===== src/verilog/ffc_pkg.sv =====
// constants for the motion adaptive field/frame control block
package ffc_pkg;
    // register byte offsets
    localparam logic [3:0] sens_offset = 4'h0;
    localparam logic [3:0] film_offset = 4'h4;
    localparam logic [3:0] rate_offset = 4'h8;
    localparam logic [3:0] status_offset = 4'hc;
    // sensitivity field, 0 = frame extreme, 15 = field extreme
    localparam int sens_lsb = 0;
    localparam int sens_width = 4;
    localparam logic [3:0] sens_frame = 4'h0;
    localparam logic [3:0] sens_field = 4'hf;
    localparam logic [3:0] sens_reset = 4'h9;
    // film override register: mode bits [1:0], phase bit [2]
    localparam int film_mode_lsb = 0;
    localparam int film_phase_bit = 2;
    // motion rate register: rate [1:0], film phase [2], cadence phase [6:4]
    localparam int rate_lsb = 0;
    localparam int rate_film_phase_bit = 2;
    localparam int rate_cad_lsb = 4;
    // status register: field id [0], cadence position [6:4]
    localparam int stat_field_bit = 0;
    localparam int stat_cad_lsb = 4;
    // shared encodings for override mode and motion rate
    localparam logic [1:0] mode_normal = 2'h0;
    localparam logic [1:0] mode_film = 2'h1;
    localparam logic [1:0] mode_pulldown = 2'h2;
    localparam logic [1:0] mode_reset = 2'h0;
    // five field cadence, updates on positions 0 and 3 (three then two)
    localparam logic [2:0] cadence_len = 3'h5;
    localparam logic [2:0] cadence_hit_a = 3'h0;
    localparam logic [2:0] cadence_hit_b = 3'h3;
    localparam logic [31:0] read_zero = 32'h0000_0000;
endpackage


===== src/verilog/field_frame_ctrl.sv =====
// field/frame interpolation decision and keyframe position rate control
//
// Added by the designer: the address-and-strobe port and the register offsets.
`timescale 1ns/1ps
// ===========================================================
// Summary of operation
// - sensitivity has sixteen levels, frame to field
// - sensitivity resets to nine
// - no detected motion forces frame combining
// - decision is made per picture region
// - progressive input always uses frame mode
// - only input motion and border changes count
// - normal override lets sensitivity alone decide
// - film override forces frame on matching fields
// - phase picks which field starts a frame
// - three-two override forces field mode on moving interlaced regions
// - override never alters stored sensitivity readback
// - unity size bypasses the interpolator
// - override and rate settings are global
// - effect load or save leaves settings alone
// - override and rate settings act independently
// - normal rate advances position every field
// - film rate advances once per frame, phased
// - three-two rate advances on film frame cadence
// - three-two phase has five cadence positions
module field_frame_ctrl #(
    parameter int motion_width = 4
) (
    input wire logic clk,
    input wire logic arst_n,
    input wire logic [3:0] addr,
    input wire logic [31:0] wdata,
    input wire logic wr,
    input wire logic rd,
    output logic [31:0] rdata,
    input wire logic field_start,
    input wire logic field_id,
    input wire logic progressive,
    input wire logic unity_size,
    input wire logic effect_load,
    input wire logic region_valid,
    input wire logic [motion_width-1:0] region_motion,
    input wire logic border_change,
    input wire logic effect_motion,
    output logic region_out_valid,
    output logic region_frame_mode,
    output logic interp_bypass,
    output logic position_advance
);
    // the region sum below is sized for at most eight motion bits
    if (motion_width < 1 || motion_width > 8)
    begin : bad_motion_width
        $error("motion_width must be 1 to 8");
    end

    // =======================================================
    // registers
    logic [3:0] sens;
    logic [1:0] film_mode;
    logic film_phase;
    logic [1:0] rate;
    logic rate_film_phase;
    logic [2:0] cad_phase;
    logic cur_field;
    logic [2:0] cad_pos;

    // one setting shared by every channel and region; effect loads
    // carry no path into these, so recalling an effect cannot move them
    always_ff @(posedge clk or negedge arst_n)
    begin
        if (!arst_n)
            sens <= ffc_pkg::sens_reset;
        else if (wr && addr == ffc_pkg::sens_offset)
            sens <= wdata[ffc_pkg::sens_lsb +: ffc_pkg::sens_width];
    end

    always_ff @(posedge clk or negedge arst_n)
    begin
        if (!arst_n)
        begin
            film_mode <= ffc_pkg::mode_reset;
            film_phase <= 1'b0;
        end
        else if (wr && addr == ffc_pkg::film_offset)
        begin
            // an illegal mode code falls back to normal
            if (wdata[ffc_pkg::film_mode_lsb +: 2] == 2'h3)
                film_mode <= ffc_pkg::mode_normal;
            else
                film_mode <= wdata[ffc_pkg::film_mode_lsb +: 2];
            film_phase <= wdata[ffc_pkg::film_phase_bit];
        end
    end

    always_ff @(posedge clk or negedge arst_n)
    begin
        if (!arst_n)
        begin
            rate <= ffc_pkg::mode_reset;
            rate_film_phase <= 1'b0;
            cad_phase <= 3'h0;
        end
        else if (wr && addr == ffc_pkg::rate_offset)
        begin
            if (wdata[ffc_pkg::rate_lsb +: 2] == 2'h3)
                rate <= ffc_pkg::mode_normal;
            else
                rate <= wdata[ffc_pkg::rate_lsb +: 2];
            rate_film_phase <= wdata[ffc_pkg::rate_film_phase_bit];
            // only five positions exist; larger codes clamp to the last
            if (wdata[ffc_pkg::rate_cad_lsb +: 3] >= ffc_pkg::cadence_len)
                cad_phase <= ffc_pkg::cadence_len - 3'h1;
            else
                cad_phase <= wdata[ffc_pkg::rate_cad_lsb +: 3];
        end
    end

    // =======================================================
    // field tracking
    always_ff @(posedge clk or negedge arst_n)
    begin
        if (!arst_n)
        begin
            cur_field <= 1'b0;
            cad_pos <= 3'h0;
        end
        else if (field_start)
        begin
            cur_field <= field_id;
            if (cad_pos == ffc_pkg::cadence_len - 3'h1)
                cad_pos <= 3'h0;
            else
                cad_pos <= cad_pos + 3'h1;
        end
    end

    // =======================================================
    // read back: sensitivity shows the stored value only
    always_ff @(posedge clk or negedge arst_n)
    begin
        if (!arst_n)
            rdata <= ffc_pkg::read_zero;
        else if (rd)
        begin
            rdata <= ffc_pkg::read_zero;
            unique case (addr)
                ffc_pkg::sens_offset:
                    rdata[ffc_pkg::sens_lsb +: ffc_pkg::sens_width] <= sens;
                ffc_pkg::film_offset:
                begin
                    rdata[ffc_pkg::film_mode_lsb +: 2] <= film_mode;
                    rdata[ffc_pkg::film_phase_bit] <= film_phase;
                end
                ffc_pkg::rate_offset:
                begin
                    rdata[ffc_pkg::rate_lsb +: 2] <= rate;
                    rdata[ffc_pkg::rate_film_phase_bit] <= rate_film_phase;
                    rdata[ffc_pkg::rate_cad_lsb +: 3] <= cad_phase;
                end
                ffc_pkg::status_offset:
                begin
                    rdata[ffc_pkg::stat_field_bit] <= cur_field;
                    rdata[ffc_pkg::stat_cad_lsb +: 3] <= cad_pos;
                end
                default:
                    rdata <= ffc_pkg::read_zero;
            endcase
        end
        else
            rdata <= ffc_pkg::read_zero;
    end

    // =======================================================
    // effective sensitivity, never written back to sens
    logic second_field;
    logic [3:0] eff_sens;

    // the field that follows its partner in the same frame matches it
    assign second_field = cur_field ^ film_phase;

    always_comb
    begin
        eff_sens = sens;
        unique case (film_mode)
            ffc_pkg::mode_film:
                if (second_field)
                    eff_sens = ffc_pkg::sens_frame;
            ffc_pkg::mode_pulldown:
                eff_sens = ffc_pkg::sens_field;
            default:
                eff_sens = sens;
        endcase
    end

    // =======================================================
    // per region decision
    logic moving;
    logic [8:0] level_sum;
    logic next_frame_mode;

    // transform motion from effects is deliberately ignored
    assign moving = (region_motion != '0) || border_change;
    assign level_sum = 9'(region_motion) + 9'(eff_sens);

    always_comb
    begin
        next_frame_mode = 1'b1;
        if (progressive)
            next_frame_mode = 1'b1;
        else if (!moving)
            next_frame_mode = 1'b1;
        else if (eff_sens == ffc_pkg::sens_frame)
            next_frame_mode = 1'b1;
        else if (eff_sens == ffc_pkg::sens_field)
            next_frame_mode = 1'b0;
        else
            // higher sensitivity tips smaller motion into field mode
            next_frame_mode = level_sum < 9'h010;
    end

    always_ff @(posedge clk or negedge arst_n)
    begin
        if (!arst_n)
        begin
            region_out_valid <= 1'b0;
            region_frame_mode <= 1'b1;
        end
        else
        begin
            region_out_valid <= region_valid;
            if (region_valid)
                region_frame_mode <= next_frame_mode;
        end
    end

    always_ff @(posedge clk or negedge arst_n)
    begin
        if (!arst_n)
            interp_bypass <= 1'b0;
        else
            interp_bypass <= unity_size;
    end

    // =======================================================
    // keyframe position rate, uses its own phase only
    logic [3:0] cad_sum;
    logic [2:0] cad_idx;
    logic next_advance;

    assign cad_sum = {1'b0, cad_pos} + {1'b0, cad_phase};
    assign cad_idx = (cad_sum >= 4'(ffc_pkg::cadence_len)) ?
        3'(cad_sum - 4'(ffc_pkg::cadence_len)) : cad_sum[2:0];

    always_comb
    begin
        next_advance = 1'b0;
        unique case (rate)
            ffc_pkg::mode_film:
                next_advance = !(field_id ^ rate_film_phase);
            ffc_pkg::mode_pulldown:
                next_advance = cad_idx == ffc_pkg::cadence_hit_a ||
                    cad_idx == ffc_pkg::cadence_hit_b;
            default:
                next_advance = 1'b1;
        endcase
    end

    always_ff @(posedge clk or negedge arst_n)
    begin
        if (!arst_n)
            position_advance <= 1'b0;
        else
            position_advance <= field_start && next_advance;
    end
endmodule


===== config.mk =====
export PLATFORM = sky130hd
export DESIGN_NAME = field_frame_ctrl
export DESIGN_NICKNAME = d
export VERILOG_FILES = /design/src/verilog/ffc_pkg.sv /design/src/verilog/field_frame_ctrl.sv
export SDC_FILE = /design/constraint.sdc
export NUM_CORES = 1
export LEC_CHECK = 0
export BUFFER_PORTS_ARGS = -buffer_cell sky130_fd_sc_hd__buf_4
export CAP_MARGIN = 25
export CORE_ASPECT_RATIO = 1.75
export CORE_UTILIZATION = 47
export CTS_BUF_LIST = sky130_fd_sc_hd__clkbuf_4 sky130_fd_sc_hd__clkbuf_8
export DETAILED_ROUTE_END_ITERATION = 10
export PLACE_DENSITY = 0.82
export SLEW_MARGIN = 20
export SYNTH_ARGS = -nofsm -noshare
export SYNTH_HDL_FRONTEND = slang
export SYNTH_SLANG_ARGS = --single-unit
export TNS_END_PERCENT = 30

===== constraint.sdc =====
create_clock -name clk -period 2.58 [get_ports clk]
set_input_delay 0.129 -clock clk [delete_from_list [all_inputs] [get_ports clk]]
set_output_delay 0.129 -clock clk [all_outputs]
set_load 0.01 [all_outputs]

Word-level counts from Yosys, hierarchy flattened
Cells that the tools add are included.
{ "totals": {"regBits": 53, "in_bits": 52, "wordCells": 60} }
{ "op_classes": {"addsub": 4, "magnitude_cmp": 3, "n_eq_ne": 11, "muxes": 16, "bitwise_logic": 2, "n_reduce_logical": 11} }
{ "op_table": {"columns": ["operator", "n"], "rows": [
  ["4-bit == test, second input constant", 3],
  ["3-bit two-way mux", 3],
  ["4-bit zero test", 2],
  ["4-bit one-hot mux with 2 select lines", 1],
  ["7-bit two-way mux", 1],
  ["2-bit == test, second input constant", 3],
  ["2-bit one-hot mux with 3 select lines", 1],
  ["3-bit one-hot mux with 2 select lines", 1],
  ["4-bit by 4-bit adder with 5-bit output", 1],
  ["5-bit < comparator, second input constant", 1],
  ["1-bit two-way mux", 5],
  ["3-bit by 3-bit adder with 4-bit output", 1],
  ["2-bit by 1-bit == test with 1-bit output, second input constant", 2],
  ["4-bit by 3-bit == test with 1-bit output, second input constant", 1],
  ["4-bit by 3-bit >= comparator with 1-bit output, second input constant", 1],
  ["1-bit logical AND", 4],
  ["4-bit two-way mux", 1],
  ["1-bit one-hot mux with 4 select lines", 1],
  ["4-bit nonzero test", 1],
  ["3-bit by 1-bit adder with 3-bit output, second input constant", 1],
  ["3-bit by 2-bit == test with 1-bit output, second input constant", 1],
  ["3-bit == test, second input constant", 1],
  ["3-bit >= comparator, second input constant", 1],
  ["3-bit zero test", 1],
  ["other kinds (6)", 8]
]} }

Longest topological paths before layout
{ "logic_depth": {"ltp_word": 9, "mapped_depth": 11} }

Least setup slack after synthesis
Ideal clock, no wire load.
{ "synth_path": {"kind": "register to register", "startpoint": "reg cad_pos[0]", "endpoint": "reg position_advance", "arrival_time_ns": 2.258, "t_required_ns": 2.454, "setup_slack_ns": 0.196, "stages_incl_launch_ff": 9, "n_path_buf": 0, "synth_period_minus_slack_ns": 2.384, "cell_sequence": "dfrtp_1 -> ha_1 -> fa_1 -> inv_1 -> ha_1 -> nor2b_1 -> o22ai_2 -> mux2_1 -> a221o_1"} }
{ "synth_via": {"elab_chain_cells": 7, "word_cells_on_any_way": 9} }
{ "synth_rtl": {"columns": ["element", "line", "text"], "rows": [
  ["from (decl)", "field_frame_ctrl.sv:65", "logic [2:0] cad_pos;"],
  ["from (signal assigned)", "field_frame_ctrl.sv:133", "cad_pos <= cad_pos + 3'h1;"],
  ["3-bit by 3-bit adder with 4-bit output *", "field_frame_ctrl.sv:250", "assign cad_sum = {1'b0, cad_pos} + {1'b0, cad_phase};"],
  ["4-bit by 3-bit >= comparator with 1-bit output / 3-bit subtractor (equally long branches)", "field_frame_ctrl.sv:251, field_frame_ctrl.sv:252", null],
  ["3-bit two-way mux *", "field_frame_ctrl.sv:251", "assign cad_idx = (cad_sum >= 4'(ffc_pkg::cadence_len)) ?"],
  ["3-bit by 2-bit == test with 1-bit output / 3-bit zero test (equally long branches)", "field_frame_ctrl.sv:262, field_frame_ctrl.sv:261", null],
  ["1-bit logical OR *", "field_frame_ctrl.sv:261", "next_advance = cad_idx == ffc_pkg::cadence_hit_a ||"],
  ["1-bit one-hot mux with 2 select lines *", "field_frame_ctrl.sv:257", "unique case (rate)"],
  ["1-bit logical AND *", "field_frame_ctrl.sv:273", "position_advance <= field_start && next_advance;"],
  ["to (signal assigned)", "field_frame_ctrl.sv:273", null],
  ["to (decl)", "field_frame_ctrl.sv:48", "output logic position_advance"]
]} }
Every way passes the cells marked *; elsewhere a longest branch is shown, timed or not.
A chain may end at the register's enable or synchronous reset.

Worst setup path in the final report
{ "layout_path": {"startpoint": "reg cad_phase[0]", "endpoint": "reg position_advance"} }
{ "layout_via": {"elab_chain_cells": 7, "word_cells_on_any_way": 9} }
{ "layout_rtl": {"columns": ["element", "line", "text"], "rows": [
  ["from (decl)", "field_frame_ctrl.sv:63", "logic [2:0] cad_phase;"],
  ["from (signal assigned)", "field_frame_ctrl.sv:112", "cad_phase <= ffc_pkg::cadence_len - 3'h1;"],
  ["from (signal assigned)", "field_frame_ctrl.sv:114", "cad_phase <= wdata[ffc_pkg::rate_cad_lsb +: 3];"],
  ["3-bit by 3-bit adder with 4-bit output *", "field_frame_ctrl.sv:250", null],
  ["4-bit by 3-bit >= comparator with 1-bit output / 3-bit subtractor (equally long branches)", "field_frame_ctrl.sv:251, field_frame_ctrl.sv:252", null],
  ["3-bit two-way mux *", "field_frame_ctrl.sv:251", null],
  ["3-bit by 2-bit == test with 1-bit output / 3-bit zero test (equally long branches)", "field_frame_ctrl.sv:262, field_frame_ctrl.sv:261", null],
  ["1-bit logical OR *", "field_frame_ctrl.sv:261", null],
  ["1-bit one-hot mux with 2 select lines *", "field_frame_ctrl.sv:257", null],
  ["1-bit logical AND *", "field_frame_ctrl.sv:273", null]
]} }
Marks and branches as above.

==> reports/qor.yml <==
synth:
  ys_top_cells_by_area: "dfrtp_1 35%, buf_4 11%, ha_1 9.8%, mux2_2 7.6%, dfstp_2 4.4%"
  async_flop_share_pct: 100
  ys_seq_elements: 28
  synth_flop_cell: "dfrtp_1"
  synth_top_area_share_pct: 35.0
  synth_enable_flop_cells: 0
  ys_seq_area_share_pct: 39.5
  synth_top_cell_by_area: "dfrtp_1"
  syn_avg_cell_area_sq_um: 10.1
  yosys_warnings: 0
  synth_cells: 177
  ys_types: 36
  synth_area_sq_mm: 0.00179
timing:
  finalSetupTns_ns: 0
  rsz0062_at_grt: "false"
  finalHoldViolations: 0
  fin_crit_ns: 2.44
  final-setup-viol-count: 0
  finalMaxSlewViolations: 0
  setup_ws_ns: 0.143
  finalCritPeriodShare_pct: 94.5
  fin_skew_ns: 0.00281
  fmax_ghz: 0.410
route:
  wirelength_um: 3080
  highest_layer: "met4"
  wl_met2_um: 1730
  drt_first_pass_iters: 4
  routed-wl-met3_um: 126
  viasPerCell: 4.88
  drtIter0Drc: 20
  met1_length_um: 1150
  ant_nets: 0
  drcViolationCount: 0
  via_count: 1283
  wl_per_cell_um: 11.7
clock_network:
  clkTransAtPathRegs_ns: 0.10
  cts_tree: "built"
  cts.sinks: 28
  cts_made_buffers: 3
  htree_levels: 1
  clk_latency_ns: 0.27
  cts_buffer_depth: 2
  root_buffer: "clkbuf_8"
placement:
  hpwl_um: 2460
  placed_area_sq_mm: 0.00200
  dp_slack_ns: 0.0724
  port_buffers: 35
  place.gp.congestion: 0.840
finish:
  drive_gt1_share_pct: 27.6
  final_nets: 285
  final_area_sq_mm: 0.00211
  antennaDiodeCount: 0
  mostFrequentLayoutCell: "buf_4"
  mostFrequentLayoutCells: "37 x buf_4, 25 x conb_1, 25 x dfrtp_1"
  syn_to_final_growth_pct: 18.4
global_route:
  overflow: 0
  grt_max_degree: 29
  antenna_found_initial: 0
  grt_use_total_pct: 16.6
  grt_pass1_vias: 1294
  grt_pass1_wl_um: 5310
floorplanning:
  ios: 88
  rows: 29
  core-area_sq_mm: 0.00363
  die_h_um: 83.5
  initial_core_util_pct: 49.2
  die_area_sq_mm: 0.00406
  die_w_um: 48.6
setup_path:
  worstSetupPathType: "reg -> reg"
  arrival_ns: 2.60
  crit_chain: "ha_1 -> fa_1 -> inv_1 -> ha_2 -> nor2b_1 -> o22ai_2 -> mux2_1 -> a221o_1"
  cp-start-kind: "flop"
  crit_fanout: 5
  cp-end-kind: "flop"
  slowest_delay_ns: 0.48
  worst_path_max_delay_cell: "fa_1"
  required_ns: 2.74
run:
  maxCapViolCount: 0
status:
  outcome: "finished, final reports clean"
hold_path:
  hold_class: "in -> reg"
power:
  peakVddDrop_v: 0.000380
  leakage_nw: 1.07
  power_density_mw_per_mm2: 725
[flip-flops by register name (all words and copies together) (netlist names)]
| name | flops |
|---|---|
| region_frame_mode | 1 |
| rate_film_phase | 1 |
| rdata | 7 |
| film_mode | 2 |
| region_out_valid | 1 |
| rate | 2 |
| cad_pos | 3 |
| cad_phase | 3 |
| position_advance | 1 |
| sens | 4 |
| interp_bypass | 1 |
| film_phase | 1 |
| cur_field | 1 |
[power breakdown]
group,switching (mW),internal [mW],leakage [nW]
clock,0.138,0.208,0.0357
combinational,0.287,0.295,0.683
sequential,0.0822,0.523,0.354
[area by class of cell]
cell class | count | area [sq um]
clock inverters | 1 | 30.0
inverters | 8 | 30.0
fillers | 318 | 1510
clock buffers | 3 | 41.3
well taps | 46 | 57.6
multi-input cells | 137 | 943
repair buffers | 40 | 308
flip-flops and latches | 28 | 704
[synth_stat cells, types with 3 or more instances]
| cell type | number |
|---|---|
| a21o_1 | 3 |
| dfrtp_1 | 25 |
| ha_1 | 14 |
| xnor2_1 | 3 |
| nand2b_1 | 3 |
| mux2i_1 | 5 |
| a21oi_1 | 4 |
| dfstp_2 | 3 |
| inv_1 | 8 |
| o21ai_0 | 7 |
| nor2_1 | 11 |
| mux2_2 | 12 |
| buf_4 | 25 |
| nand2_1 | 21 |
| nor3b_1 | 3 |
| nor2b_1 | 4 |
| nand3_1 | 3 |
[kinds of logic (layout without fill, tap and decap cells)]
family / Yosys count / count (layout) / share of synthesized area (%)
XOR/XNOR: 3 / 3 / 1.47
AND/OR/NAND/NOR: 56 / 56 / 15.4
buffers and inverters: 36 / 52 / 12.9
other: 1 / 25 / 0.210
AO/OA/AOI/OAI: 19 / 19 / 7.36
multiplexers: 19 / 19 / 12.3
flip-flops: 28 / 28 / 39.5
adder cells (fa/ha/maj): 15 / 15 / 10.9
[worst paths after layout]
check,from,to,slack (ns),depth (start not counted)
max in group asynchronous,arst_n,region_frame_mode,1.98,2
min in group asynchronous,arst_n,sens[1],0.30,2
worst max-delay path,cad_phase[0],position_advance,0.14,8
worst max register to register,cad_phase[0],position_advance,0.14,8
worst min register to register,region_frame_mode,region_frame_mode,0.52,2
worst min-delay path,wdata[3],sens[3],0.09,2
[routing by layer]
layer  vias to the layer above  track usage [%]
met3                         6             1.28
met1                       609             16.4
met5                         -                0
met2                        43             32.3
li1                        625                -
met4                         0             9.89
[worst max-delay path, delay by kind of cell, from the launching register on]
kind / cells / cell delay, ns
adders and majority gates: 3 / 0.92
muxes: 1 / 0.35
AOI/OAI and AO/OA: 2 / 0.46
and+or+nand+nor: 1 / 0.14
DFF: 1 / 0.40
buffers and inverters: 1 / 0.07
[stage by stage]
stage | hold slack [ns] | util [%] | std cells | power [mW]
after floorplan | -0.167 | - | 201 | 1.05
final | 0.0876 | 58.3 | 263 | 1.53
after global routing | 0.0776 | 58.3 | 263 | 1.65
after global placement | 0.0611 | 55.2 | 255 | 1.16
after CTS | 0.0844 | 58.0 | 262 | 1.54
after detailed placement | 0.0670 | 55.2 | 255 | 1.19
[what timing repair did]
item | CTS | global route
resized for setup | 0 | 1
endpoints found under the hold margin | 27 | 0
setup endpoints to repair | 0 | 1
buffers inserted | 0 | 1
hold buffers | 3 | 0
No activity file was read; power rests on OpenSTA's default activity.
